### src/shared/rtcr_pkg.sv
package rtcr_pkg;

    // Register locations on the four index lines.
    localparam logic [3:0] ADDR_SEC         = 4'h0;
    localparam logic [3:0] ADDR_SEC_MATCH   = 4'h1;
    localparam logic [3:0] ADDR_MIN         = 4'h2;
    localparam logic [3:0] ADDR_MIN_MATCH   = 4'h3;
    localparam logic [3:0] ADDR_HOUR        = 4'h4;
    localparam logic [3:0] ADDR_HOUR_MATCH  = 4'h5;
    localparam logic [3:0] ADDR_DATE        = 4'h6;
    localparam logic [3:0] ADDR_DATE_MATCH  = 4'h7;
    localparam logic [3:0] ADDR_WDAY        = 4'h8;
    localparam logic [3:0] ADDR_MONTH       = 4'h9;
    localparam logic [3:0] ADDR_YEAR        = 4'hA;
    localparam logic [3:0] ADDR_RATE        = 4'hB;
    localparam logic [3:0] ADDR_ENABLE      = 4'hC;
    localparam logic [3:0] ADDR_FLAGS       = 4'hD;
    localparam logic [3:0] ADDR_CONTROL     = 4'hE;
    localparam logic [3:0] ADDR_SPARE       = 4'hF;

    // Index of each time field in the counter arrays.
    localparam logic [2:0] T_SEC   = 3'h0;
    localparam logic [2:0] T_MIN   = 3'h1;
    localparam logic [2:0] T_HOUR  = 3'h2;
    localparam logic [2:0] T_DATE  = 3'h3;
    localparam logic [2:0] T_WDAY  = 3'h4;
    localparam logic [2:0] T_MONTH = 3'h5;
    localparam logic [2:0] T_YEAR  = 3'h6;
    localparam int         T_COUNT = 7;

    // Control, enable and flag bit positions.
    localparam int CTRL_FREEZE_BIT = 3;
    localparam int CTRL_RUN_BIT    = 2;
    localparam int CTRL_FMT24_BIT  = 1;
    localparam int CTRL_DST_BIT    = 0;
    localparam int FLAG_MATCH_BIT  = 3;
    localparam int FLAG_PERIOD_BIT = 2;
    localparam int FLAG_PWR_BIT    = 1;
    localparam int FLAG_BATT_BIT   = 0;
    localparam int PM_BIT          = 7;

    // Writable bit masks and reset values.
    localparam logic [7:0] RATE_MASK    = 8'h7F;
    localparam logic [7:0] LOW4_MASK    = 8'h0F;
    localparam logic [7:0] WDAY_MASK    = 8'h07;
    localparam logic [7:0] CTRL_RESET   = 8'h06;
    localparam logic [7:0] RATE_RESET   = 8'h00;
    localparam logic [7:0] ENABLE_RESET = 8'h00;
    localparam logic [7:0] ZERO_BYTE    = 8'h00;
    localparam logic [7:0] ONE_BCD      = 8'h01;

    // BCD limits and calendar constants.
    localparam logic [7:0] BCD_02  = 8'h02;
    localparam logic [7:0] BCD_03  = 8'h03;
    localparam logic [7:0] BCD_11  = 8'h11;
    localparam logic [7:0] BCD_12  = 8'h12;
    localparam logic [7:0] BCD_23  = 8'h23;
    localparam logic [7:0] BCD_28  = 8'h28;
    localparam logic [7:0] BCD_29  = 8'h29;
    localparam logic [7:0] BCD_30  = 8'h30;
    localparam logic [7:0] BCD_31  = 8'h31;
    localparam logic [7:0] BCD_59  = 8'h59;
    localparam logic [7:0] BCD_99  = 8'h99;
    localparam logic [7:0] MONTH_FEB  = 8'h02;
    localparam logic [7:0] MONTH_APR  = 8'h04;
    localparam logic [7:0] MONTH_JUN  = 8'h06;
    localparam logic [7:0] MONTH_SEP  = 8'h09;
    localparam logic [7:0] MONTH_OCT  = 8'h10;
    localparam logic [7:0] MONTH_NOV  = 8'h11;
    localparam logic [7:0] SUNDAY     = 8'h01;
    localparam logic [7:0] SATURDAY   = 8'h07;
    localparam logic [7:0] FIRST_WEEK_LAST = 8'h07;
    localparam logic [7:0] LAST_WEEK_FIRST = 8'h25;

    // Time base: one second at the 20 MHz system clock.
    localparam int ONE_SECOND_MS  = 1000;
    localparam int CLOCK_KHZ      = 20000;
    localparam int SECOND_CYCLES  = ONE_SECOND_MS * CLOCK_KHZ;
    localparam int TICK_W         = 25;

endpackage

### src/design/rtcr_top.sv
`timescale 1ns/1ps
module rtcr_top #(
    parameter int unsigned SECOND_CYCLES = rtcr_pkg::SECOND_CYCLES
) (
    // Clock and reset
    input  wire logic       clock,
    input  wire logic       sys_rst,
    // Host parallel port
    input  wire logic       csN,
    input  wire logic       oeN,
    input  wire logic       weN,
    input  wire logic [3:0] regIndex,
    input  wire logic [7:0] busLinesIn,
    output logic      [7:0] busLinesOut,
    output logic            busLinesOeN,
    // Supply status
    input  wire logic       batteryValid,
    input  wire logic       backupMode,
    // Event sources
    input  wire logic       matchEvent,
    input  wire logic       periodicEvent,
    input  wire logic       powerfailEvent,
    // Open-drain interrupt pin
    output logic            intPinOut,
    output logic            intPinOeN
);

    localparam logic [rtcr_pkg::TICK_W-1:0] TICK_LAST =
        rtcr_pkg::TICK_W'(SECOND_CYCLES - 1);

    logic [7:0] cnt_r [rtcr_pkg::T_COUNT];
    logic [7:0] usr_r [rtcr_pkg::T_COUNT];
    logic [7:0] cnt_nxt [rtcr_pkg::T_COUNT];
    logic [7:0] match_r [4];
    logic [7:0] rate_r;
    logic [7:0] enable_r;
    logic [7:0] ctrl_r;
    logic [3:1] flags_r;
    logic [3:1] flags_nxt;
    logic [rtcr_pkg::TICK_W-1:0] tick_r;
    logic       xferPending_r;
    logic       timeDirty_r;
    logic       dstFallDone_r;
    logic       dstFallDone_nxt;
    logic       wrActive_r;
    logic [3:0] wrIndex_r;
    logic [7:0] wrData_r;
    logic       rdFlags_r;
    logic [7:0] busLinesOut_r;
    logic       busLinesOeN_r;
    logic       intPinOeN_r;

    function automatic logic [7:0] bcdInc(input logic [7:0] v);
        bcdInc = (v[3:0] == 4'h9) ? {v[7:4] + 4'h1, 4'h0} : {v[7:4], v[3:0] + 4'h1};
    endfunction

    function automatic logic [2:0] timeSlot(input logic [3:0] a);
        case (a)
            rtcr_pkg::ADDR_SEC:   timeSlot = rtcr_pkg::T_SEC;
            rtcr_pkg::ADDR_MIN:   timeSlot = rtcr_pkg::T_MIN;
            rtcr_pkg::ADDR_HOUR:  timeSlot = rtcr_pkg::T_HOUR;
            rtcr_pkg::ADDR_DATE:  timeSlot = rtcr_pkg::T_DATE;
            rtcr_pkg::ADDR_WDAY:  timeSlot = rtcr_pkg::T_WDAY;
            rtcr_pkg::ADDR_MONTH: timeSlot = rtcr_pkg::T_MONTH;
            default:              timeSlot = rtcr_pkg::T_YEAR;
        endcase
    endfunction

    // Port decode. Write enable low takes priority over a read.
    wire rdActive   = !csN && !oeN && weN;
    wire wrActive   = !csN && !weN;
    wire wrCommit   = wrActive_r && !wrActive;
    wire isTimeRd   = (regIndex <= rtcr_pkg::ADDR_YEAR) && (!regIndex[0] || regIndex[3]);
    wire isTimeWr   = (wrIndex_r <= rtcr_pkg::ADDR_YEAR) && (!wrIndex_r[0] || wrIndex_r[3]);
    wire isMatchWr  = !wrIndex_r[3] && wrIndex_r[0];
    wire [2:0] rdSlot = timeSlot(regIndex);
    wire [2:0] wrSlot = timeSlot(wrIndex_r);
    wire ctrlWr     = wrCommit && (wrIndex_r == rtcr_pkg::ADDR_CONTROL);
    wire freezeOn   = ctrl_r[rtcr_pkg::CTRL_FREEZE_BIT];
    wire unfreeze   = ctrlWr && freezeOn && !wrData_r[rtcr_pkg::CTRL_FREEZE_BIT];
    wire fmt24      = ctrl_r[rtcr_pkg::CTRL_FMT24_BIT];
    wire dstOn      = ctrl_r[rtcr_pkg::CTRL_DST_BIT];

    // The divider halts with the oscillator, so a stopped clock loses no phase.
    wire running    = !backupMode || ctrl_r[rtcr_pkg::CTRL_RUN_BIT];
    wire secondTick = running && (tick_r == TICK_LAST);

    // Flag register: a read of it clears the events when the read ends.
    wire rdFlagsNow = rdActive && (regIndex == rtcr_pkg::ADDR_FLAGS);
    wire flagsClear = rdFlags_r && !rdFlagsNow;
    wire [3:1] flagEvents = {matchEvent, periodicEvent, powerfailEvent};
    wire [7:0] flagsByte  = {4'h0, flags_r, batteryValid};
    wire intAsserted      = |(flags_r & enable_r[3:1]);

    // Read data mux.
    wire [7:0] rdData =
        isTimeRd                              ? usr_r[rdSlot] :
        !regIndex[3]                          ? match_r[regIndex[2:1]] :
        (regIndex == rtcr_pkg::ADDR_RATE)     ? rate_r :
        (regIndex == rtcr_pkg::ADDR_ENABLE)   ? enable_r :
        (regIndex == rtcr_pkg::ADDR_FLAGS)    ? flagsByte :
        (regIndex == rtcr_pkg::ADDR_CONTROL)  ? ctrl_r :
        rtcr_pkg::ZERO_BYTE;

    // Calendar helpers on the internal counters.
    wire [7:0] yr        = cnt_r[rtcr_pkg::T_YEAR];
    wire       leapYear  = yr[4] ? (yr[3:0] == 4'h2 || yr[3:0] == 4'h6)
                                 : (yr[3:0] == 4'h0 || yr[3:0] == 4'h4 || yr[3:0] == 4'h8);
    wire [7:0] mon       = cnt_r[rtcr_pkg::T_MONTH];
    wire       shortMon  = (mon == rtcr_pkg::MONTH_APR) || (mon == rtcr_pkg::MONTH_JUN) ||
                           (mon == rtcr_pkg::MONTH_SEP) || (mon == rtcr_pkg::MONTH_NOV);
    wire [7:0] monthLen  = (mon == rtcr_pkg::MONTH_FEB) ? (leapYear ? rtcr_pkg::BCD_29
                                                                    : rtcr_pkg::BCD_28) :
                           shortMon ? rtcr_pkg::BCD_30 : rtcr_pkg::BCD_31;
    wire       isSunday  = cnt_r[rtcr_pkg::T_WDAY] == rtcr_pkg::SUNDAY;
    wire       springDay = dstOn && isSunday && (mon == rtcr_pkg::MONTH_APR) &&
                           (cnt_r[rtcr_pkg::T_DATE] <= rtcr_pkg::FIRST_WEEK_LAST);
    wire       fallDay   = dstOn && isSunday && (mon == rtcr_pkg::MONTH_OCT) &&
                           (cnt_r[rtcr_pkg::T_DATE] >= rtcr_pkg::LAST_WEEK_FIRST);

    // One-second advance of the internal counters.
    always_comb
    begin
        logic       minStep;
        logic       hourStep;
        logic       dayStep;
        logic       monStep;
        logic       yearStep;
        logic [7:0] h;
        logic [7:0] hn;
        minStep  = 1'b0;
        hourStep = 1'b0;
        dayStep  = 1'b0;
        monStep  = 1'b0;
        yearStep = 1'b0;
        h        = cnt_r[rtcr_pkg::T_HOUR];
        hn       = h;
        dstFallDone_nxt = dstFallDone_r && (mon == rtcr_pkg::MONTH_OCT);
        cnt_nxt = cnt_r;
        minStep = cnt_r[rtcr_pkg::T_SEC] == rtcr_pkg::BCD_59;
        cnt_nxt[rtcr_pkg::T_SEC] = minStep ? rtcr_pkg::ZERO_BYTE
                                           : bcdInc(cnt_r[rtcr_pkg::T_SEC]);
        if (minStep)
        begin
            hourStep = cnt_r[rtcr_pkg::T_MIN] == rtcr_pkg::BCD_59;
            cnt_nxt[rtcr_pkg::T_MIN] = hourStep ? rtcr_pkg::ZERO_BYTE
                                                : bcdInc(cnt_r[rtcr_pkg::T_MIN]);
        end
        if (hourStep)
        begin
            if (fmt24)
            begin
                dayStep = h == rtcr_pkg::BCD_23;
                hn      = dayStep ? rtcr_pkg::ZERO_BYTE : bcdInc(h);
            end
            else if ({1'b0, h[6:0]} == rtcr_pkg::BCD_11)
            begin
                dayStep = h[rtcr_pkg::PM_BIT];
                hn      = {!h[rtcr_pkg::PM_BIT], rtcr_pkg::BCD_12[6:0]};
            end
            else if ({1'b0, h[6:0]} == rtcr_pkg::BCD_12)
            begin
                hn = {h[rtcr_pkg::PM_BIT], rtcr_pkg::ONE_BCD[6:0]};
            end
            else
            begin
                hn = {h[rtcr_pkg::PM_BIT], 7'(bcdInc({1'b0, h[6:0]}))};
            end
            // Spring forward skips 2 AM; fall back repeats 1 AM once only.
            if (hn == rtcr_pkg::BCD_02 && springDay)
            begin
                hn = rtcr_pkg::BCD_03;
            end
            else if (hn == rtcr_pkg::BCD_02 && fallDay && !dstFallDone_r)
            begin
                hn              = rtcr_pkg::ONE_BCD;
                dstFallDone_nxt = 1'b1;
            end
            cnt_nxt[rtcr_pkg::T_HOUR] = hn;
        end
        if (dayStep)
        begin
            cnt_nxt[rtcr_pkg::T_WDAY] =
                (cnt_r[rtcr_pkg::T_WDAY] == rtcr_pkg::SATURDAY) ? rtcr_pkg::SUNDAY
                                                                 : bcdInc(cnt_r[rtcr_pkg::T_WDAY]);
            monStep = cnt_r[rtcr_pkg::T_DATE] == monthLen;
            cnt_nxt[rtcr_pkg::T_DATE] = monStep ? rtcr_pkg::ONE_BCD
                                                : bcdInc(cnt_r[rtcr_pkg::T_DATE]);
        end
        if (monStep)
        begin
            yearStep = mon == rtcr_pkg::BCD_12;
            cnt_nxt[rtcr_pkg::T_MONTH] = yearStep ? rtcr_pkg::ONE_BCD : bcdInc(mon);
        end
        if (yearStep)
        begin
            cnt_nxt[rtcr_pkg::T_YEAR] = (yr == rtcr_pkg::BCD_99) ? rtcr_pkg::ZERO_BYTE
                                                                : bcdInc(yr);
        end
    end

    assign flags_nxt = (flags_r & ~{3{flagsClear}}) | flagEvents;

    // Port sampling: the last byte seen while the write was active is the one stored.
    always_ff @(posedge clock or posedge sys_rst)
    begin
        if (sys_rst)
        begin
            wrActive_r <= 1'b0;
            wrIndex_r  <= 4'h0;
            wrData_r   <= 8'h00;
            rdFlags_r  <= 1'b0;
        end
        else
        begin
            wrActive_r <= wrActive;
            rdFlags_r  <= rdFlagsNow;
            if (wrActive)
            begin
                wrIndex_r <= regIndex;
                wrData_r  <= busLinesIn;
            end
        end
    end

    // Pins come from flops, so outputs lag the strobes by one clock.
    always_ff @(posedge clock or posedge sys_rst)
    begin
        if (sys_rst)
        begin
            busLinesOut_r <= 8'h00;
            busLinesOeN_r <= 1'b1;
            intPinOeN_r   <= 1'b1;
        end
        else
        begin
            busLinesOeN_r <= !rdActive;
            busLinesOut_r <= rdData;
            intPinOeN_r   <= !intAsserted;
        end
    end

    // Control, rate, enable, match and flag registers.
    always_ff @(posedge clock or posedge sys_rst)
    begin
        if (sys_rst)
        begin
            rate_r   <= rtcr_pkg::RATE_RESET;
            enable_r <= rtcr_pkg::ENABLE_RESET;
            ctrl_r   <= rtcr_pkg::CTRL_RESET;
            flags_r  <= 3'h0;
            match_r  <= '{default: rtcr_pkg::ZERO_BYTE};
        end
        else
        begin
            flags_r <= flags_nxt;
            if (wrCommit && isMatchWr)
            begin
                match_r[wrIndex_r[2:1]] <= wrData_r;
            end
            if (wrCommit && wrIndex_r == rtcr_pkg::ADDR_RATE)
            begin
                rate_r <= wrData_r & rtcr_pkg::RATE_MASK;
            end
            if (wrCommit && wrIndex_r == rtcr_pkg::ADDR_ENABLE)
            begin
                enable_r <= wrData_r & rtcr_pkg::LOW4_MASK;
            end
            if (ctrlWr)
            begin
                ctrl_r <= wrData_r & rtcr_pkg::LOW4_MASK;
            end
        end
    end

    // Time base and internal counters; they never pause for a freeze.
    always_ff @(posedge clock or posedge sys_rst)
    begin
        if (sys_rst)
        begin
            tick_r        <= '0;
            dstFallDone_r <= 1'b0;
            for (int i = 0; i < rtcr_pkg::T_COUNT; i++)
            begin
                cnt_r[i] <= (i == 3 || i == 4 || i == 5) ? rtcr_pkg::ONE_BCD
                                                         : rtcr_pkg::ZERO_BYTE;
            end
        end
        else
        begin
            if (running)
            begin
                tick_r <= secondTick ? '0 : tick_r + 1'b1;
            end
            // A freeze used only for reading reloads nothing, so no time is lost.
            if (unfreeze && timeDirty_r)
            begin
                cnt_r <= usr_r;
            end
            else if (secondTick)
            begin
                cnt_r         <= cnt_nxt;
                dstFallDone_r <= dstFallDone_nxt;
            end
        end
    end

    // User-visible copies, updated one clock after the tick.
    always_ff @(posedge clock or posedge sys_rst)
    begin
        if (sys_rst)
        begin
            xferPending_r <= 1'b0;
            timeDirty_r   <= 1'b0;
            for (int i = 0; i < rtcr_pkg::T_COUNT; i++)
            begin
                usr_r[i] <= (i == 3 || i == 4 || i == 5) ? rtcr_pkg::ONE_BCD
                                                         : rtcr_pkg::ZERO_BYTE;
            end
        end
        else
        begin
            xferPending_r <= secondTick;
            timeDirty_r   <= (timeDirty_r || (wrCommit && isTimeWr && freezeOn)) && !unfreeze;
            // The freeze bit is sampled before a same-cycle write lands, so a copy
            // already under way always completes.
            if (xferPending_r && !freezeOn)
            begin
                usr_r <= cnt_r;
            end
            if (wrCommit && isTimeWr)
            begin
                usr_r[wrSlot] <= (wrSlot == rtcr_pkg::T_WDAY) ? (wrData_r & rtcr_pkg::WDAY_MASK)
                                                              : wrData_r;
            end
        end
    end

    assign busLinesOut = busLinesOut_r;
    assign busLinesOeN = busLinesOeN_r;
    assign intPinOut   = 1'b0;
    assign intPinOeN   = intPinOeN_r;

endmodule

### config.mk
export PLATFORM = sky130hd
export DESIGN_NAME = rtcr_top
export DESIGN_NICKNAME = d
export VERILOG_FILES = /design/src/shared/rtcr_pkg.sv /design/src/design/rtcr_top.sv
export SDC_FILE = /design/constraint.sdc
export NUM_CORES = 1
export LEC_CHECK = 0
export ABC_CLOCK_PERIOD_IN_PS = 12800
export CORE_AREA = 2 2 223 225
export CTS_CLUSTER_SIZE = 14
export DETAILED_ROUTE_END_ITERATION = 10
export DIE_AREA = 0 0 225 227
export DONT_BUFFER_PORTS = 1
export PLACE_DENSITY = 0.49
export SKIP_LAST_GASP = 1
export SYNTH_ARGS = -nofsm -noshare
export SYNTH_HDL_FRONTEND = slang
export SYNTH_SLANG_ARGS = --single-unit
### constraint.sdc
create_clock -name clock -period 12.8 [get_ports clock]
set_clock_uncertainty 0.05 [all_clocks]
set_input_delay 1.28 -clock clock [delete_from_list [all_inputs] [get_ports clock]]
set_output_delay 1.28 -clock clock [all_outputs]
set_load 0.05 [all_outputs]
# Word-level counts from Yosys, hierarchy flattened
# Cells that the tools add are included.
# word_totals
reg_bits	214
output_inout_bits	11
elab_cells	272
# classes
add_sub_neg	16
magnitude_cmp	10
n_eq_ne	47
n_mux	65
bitwise	9
n_reduce_logical	86
# op_table
cell	n
2-to-1 mux 8 bit	32
2-to-1 mux 56 bit	4
== test 4 bit, second input constant	19
adder 4 x 1 -> 4 bit, second input constant	14
bitwise mux 56 bit	1
one-hot mux 3 bit (6 select lines)	2
bitwise mux 32 bit	1
logical AND 1 bit	32
adder 25 x 1 -> 25 bit, second input constant	1
== test 25 bit, second input constant	1
2-to-1 mux 25 bit	1
binary-select mux 8 bit (select 3 bit)	1
demux 8 bit (select 3 bit)	1
== test 4 x 3 -> 1 bit, second input constant	6
== test 8 x 3 -> 1 bit, second input constant	3
== test 8 x 5 -> 1 bit, second input constant	3
2-to-1 mux 7 bit	3
nonzero test 3 bit	6
binary-select mux 8 bit (select 2 bit)	1
demux 8 bit (select 2 bit)	1
== test 8 x 2 -> 1 bit, second input constant	2
== test 8 x 7 -> 1 bit, second input constant	2
logical NOT 1 bit	16
2-to-1 mux 16 bit	1
31 further kinds	79

# Logic depth before layout (Yosys ltp)
# logic_depth
ltp_word	14
depth_mapped	11
depth_no_buf	10

# Least setup slack after synthesis
# Ideal clock, no wire load.
# synth_timing
path_type	input port to flip-flop
start	input regIndex[3]
end	register busLinesOut_r[3] (netlist: busLinesOut[3])
setup_time_ns	0.136
arrival_ns	3.221
slack_ns	9.393
stages	8
path_buffers	2
cell_sequence	clkbuf_1 -> mux2_2 -> nor2_1 -> clkbuf_1 -> mux2i_1 -> o2bb2ai_1 -> a22oi_1 -> o21ai_0
# synth_via
elab_chain_cells	7
# synth_rtl
item	line	source
start: declaration	rtcr_top.sv:12	input wire logic [3:0] regIndex,
== test 4 bit (tied with other cells)	rtcr_top.sv:58	case (a)
one-hot mux 3 bit (6 select lines) or 2-to-1 mux 4 bit (tied branches)	rtcr_top.sv:58, rtcr_top.sv:102	
inverter 3 -> 4 bit (implied by the code) or 2-to-1 mux 4 bit (tied branches)	rtcr_top.sv:97, rtcr_top.sv:101	
binary-select mux 8 bit (select 3 bit) or 2-to-1 mux 4 bit (tied branches)	rtcr_top.sv:97, rtcr_top.sv:100	
2-to-1 mux 8 bit (implied by the code) or 2-to-1 mux 7 bit (tied branches)	rtcr_top.sv:97, rtcr_top.sv:99	
2-to-1 mux 8 bit, on equally long branches	rtcr_top.sv:97, rtcr_top.sv:98	
2-to-1 mux 8 bit *	rtcr_top.sv:97	isTimeRd ? usr_r[rdSlot] :
via rdData[3]	rtcr_top.sv:96	wire [7:0] rdData =
end signal: assignment	rtcr_top.sv:238	busLinesOut_r <= rdData;
end: declaration	rtcr_top.sv:49	logic [7:0] busLinesOut_r;
# Mark *: on every way through the listed nets, which the timed path passes. The rest lies on a longest branch. The select of a mux whose other input is x is not followed.
# A chain may end at the register's enable or synchronous reset.

# Final worst setup path
# layout_timing
start	register cnt_r (netlist bit mon[4])
end	register cnt_r[29] in the netlist's numbering
# layout_via
elab_chain_cells	11
# layout_rtl
item	line	source
start: declaration	rtcr_top.sv:31	logic [7:0] cnt_r [rtcr_pkg::T_COUNT];
start signal: indexed assignment	rtcr_top.sv:285	cnt_r[i] <= (i == 3 || i == 4 || i == 5) ? rtcr_pkg::ONE_BCD
start signal: assignment	rtcr_top.sv:298	cnt_r <= usr_r;
start signal: assignment	rtcr_top.sv:302	cnt_r <= cnt_nxt;
== test 8 x 3 -> 1 bit	rtcr_top.sv:110	wire shortMon = (mon == rtcr_pkg::MONTH_APR) || (mon == rtcr_pkg::MONTH_JUN) ||
logical OR 1 bit (2 in a row)	rtcr_top.sv:110	
logical OR 1 bit	rtcr_top.sv:111	(mon == rtcr_pkg::MONTH_SEP) || (mon == rtcr_pkg::MONTH_NOV);
2-to-1 mux 1 bit	rtcr_top.sv:114	shortMon ? rtcr_pkg::BCD_30 : rtcr_pkg::BCD_31;
2-to-1 mux 5 bit *	rtcr_top.sv:112	wire [7:0] monthLen = (mon == rtcr_pkg::MONTH_FEB) ? (leapYear ? rtcr_pkg::BCD_29
== test 8 x 6 -> 1 bit *	rtcr_top.sv:186	monStep = cnt_r[rtcr_pkg::T_DATE] == monthLen;
2-to-1 mux 8 bit	rtcr_top.sv:187	cnt_nxt[rtcr_pkg::T_DATE] = monStep ? rtcr_pkg::ONE_BCD
2-to-1 mux 16 bit	rtcr_top.sv:181	if (dayStep)
2-to-1 mux 56 bit	rtcr_top.sv:300	else if (secondTick)
2-to-1 mux 56 bit	rtcr_top.sv:296	if (unfreeze && timeDirty_r)
# Every way passes the cells marked *; elsewhere a longest branch is shown, timed or not. The select of a mux whose other input is x is not followed.

==> out/metrics.cfg <==
[placed_design]
port-buffer-count = 0
dp_hpwl_mm = 25.14
post-place-ws_ns = 9.005
gp_congestion = 0.8238
placed_area_um2 = 12670

[critical_path]
critPathMaxFanout = 15
cp.required_ns = 13.19
ff2ff_setup_slack_ns = 9.13
cp-end-kind = register
r2r_start = mon[4]$_DFFE_PP0P_
critical_path_class = reg2reg
startpoint_type = register
cp.arrival_ns = 4.05
reg2reg_to = cnt_r[29]$_DFFE_PP0P_
r2r_cells = 9

[sta]
post-route-period-util_pct = 28.64
period_minus_slack_ns = 3.666
grt_setup_unrepaired = no
max_slew.worst_pin.slew_ns = 1.250
holdWs_ns = 0.4469
setup_viol = 0
setup_tns_ns = 0
hold_violations = 0
clock.fmax_mhz = 272.8
drv_slew = 0
relSlewSlack_pct = 16.38
layout_setup_ws_ns = 9.134

[layout]
n_antenna_cell = 0
syn_to_final_growth_pct = 11.99
fillCellCount = 5105
fin_nets = 1264
seq_area_um2 = 5368
design_area_um2 = 13480
multi_input_area_um2 = 6272
drive_gt1_share_pct = 12.99

[synth]
yosysWarnings = 0
ys.flop_type = dfrtp_1
synth_top_area_share_pct = 42.42
syn_area_um2 = 12040
synth_cell_type_count = 76
async_flop_share_pct = 100.0
syn_nets = 1298
yosysMostFrequentCell = dfrtp_1
synthTopCellsByArea = dfrtp_1 42%, mux2i_1 6.4%, mux2_2 6.0%
ys_ff_latch = 214
syn_inst = 1247
syn_area_per_cell_um2 = 9.651
synth_top_cells_by_count = 204 x dfrtp_1, 155 x nand2_1, 83 x o21ai_0
post-synth-top-area-cell = dfrtp_1
yosysSeqAreaShare_pct = 44.60
synth_edf_count = 0

[power_and_ir_drop]
p_switching_mw = 0.6920
combPwrFrac_pct = 15.9
p_int_mw = 1.415
leakage_nw = 5.690
clockPowerShare_pct = 33.7
p_sw_share_pct = 32.84
vdd_drop_max_uv = 94.69
p_per_area_nw_per_um2 = 156.3
seq_power_share_pct = 50.4

[clocking]
clk_pin_slew_ns = 0.06
cts_setup_buffers = 0
cts_tree = done
postCtsHoldBufs = 0
root_buffer = clkbuf_16
cts_buffers = 25
cts.sinks = 214
ctsResizeCount = 0
clock_path_buffers = 3
clk_latency_ns = 0.56
cts_max_level = 1

[die]
core_area_um2 = 48550
placementRows = 81
dieArea_um2 = 51080
start_util_pct = 24.79
ios = 33
die_h_um = 227
die_x_um = 225

[min_path]
hold_depth = 1
worstHoldPathType = reg2reg
hold_end = intPinOeN$_DFF_PP1_
holdCritStartpoint = flags_r[3]$_DFF_PP0_

[grt]
grt_max_degree = 142
grt_pass1_vias = 9236
grt_pass1_wl_mm = 58.17
gr-total-overflow = 0
antenna_found_initial = 0
grt_usage_pct = 14.65

[drt]
vias_per_cell = 5.170
drt_iter0_drc = 789
drcViolationCount = 0
finalWirelength_mm = 37.00
wire_per_inst_um = 19.96
vias = 9586
drtPass1Iterations = 6
antenna_left = 0

[flow_run]
cap_violations = 0

[run_status]
outcome = complete, no violations

area by class of cell:
| class | count | area share (%) |
|---|---|---|
| clock inverters | 13 | 0.8076 |
| repair buffers | 17 | 0.9469 |
| flip-flops and latches | 214 | 39.83 |
| well taps | 622 | 5.774 |
| clock buffers | 33 | 5.162 |
| inverters | 32 | 0.9469 |
| multi-input cells | 923 | 46.54 |
critical path, stage by stage, from the launching register on:
cell and delay (ns):
dfrtp_1 0.46, inv_1 0.10, ha_1 0.15, nor3b_1 0.79, nand3b_1 0.15, a31oi_1 0.39, mux2i_2 0.79, buf_4 0.36
a31oi_1 0.13, o21ba_1 0.19
how the worst max path moves through the flow:
stage / startpoint / to / slack (ns)
2_1_floorplan: sys_rst / busLinesOut[0]$_DFF_PP0_ / 5.64
3_3_place_gp: backupMode / yr[2]$_DFFE_PP0P_ / 9.04
3_5_place_dp: backupMode / yr[2]$_DFFE_PP0P_ / 9.01
4_1_cts: mon[4]$_DFFE_PP0P_ / cnt_r[29]$_DFFE_PP0P_ / 9.18
5_1_grt: cnt_r[33]$_DFFE_PP0P_ / yr[7]$_DFFE_PP0P_ / 8.88
6_report: mon[4]$_DFFE_PP0P_ / cnt_r[29]$_DFFE_PP0P_ / 9.13
registers in the layout, summed over array words and instances, names as in the netlist, 4 cells and up:
| register | count |
|---|---|
| match_r | 32 |
| busLinesOut | 8 |
| rate_r | 7 |
| ctrl_r | 4 |
| wrData_r | 8 |
| enable_r | 4 |
| mon | 8 |
| usr_r | 56 |
| tick_r | 25 |
| cnt_r | 40 |
| yr | 8 |
| wrIndex_r | 4 |
metrics by stage:
stage          utilization, %  total power [mW]  cells
3_3_place_gp            26.11             1.402   1808
6_report                27.76             2.107   1854
2_1_floorplan               -             1.238   1247
4_1_cts                 27.76             2.121   1854
3_5_place_dp            26.11             1.407   1808
5_1_grt                 27.76             2.206   1854
layout by cell type (no fill, tap or decap), types with 27 or more instances in the layout:
cell type  instances
dfrtp_1          204
nand2_1          155
o21ai_0           83
nor2_1            82
mux2i_1           76
mux2_2            64
a21oi_1           60
nand3_1           38
inv_1             31
ha_1              29
a31oi_1           27
per-layer routing:
metal / vias to the layer above / wire, um / global-route usage (%)
li1: 4473 / - / -
met1: 4820 / 17400 / 20.74
met2: 245 / 16770 / 23.01
met3: 48 / 1947 / 2.517
met4: 0 / 884 / 4.038
met5: - / 0 / 0
kinds of logic after synthesis:
group                    after synthesis  synth area share (%)
AO/OA/AOI/OAI                        276                 14.42
XOR/XNOR                              21                 1.528
adder cells (fa/ha/maj)               29                 3.015
buffers and inverters                110                 3.462
flip-flops                           214                 44.60
multiplexers                         149                 13.89
other                                  1               0.03116
AND/OR/NAND/NOR                      447                 19.06
power groups by stage:
stage	clock (mW)	combinational (mW)	sequential, mW
final	0.711	0.335	1.06
after global routing	0.755	0.370	1.08
after CTS	0.725	0.336	1.06
after detailed placement	0	0.336	1.07
after global placement	0	0.329	1.07
after floorplan	0	0.262	0.976
(Power assumes the default switching activity.)
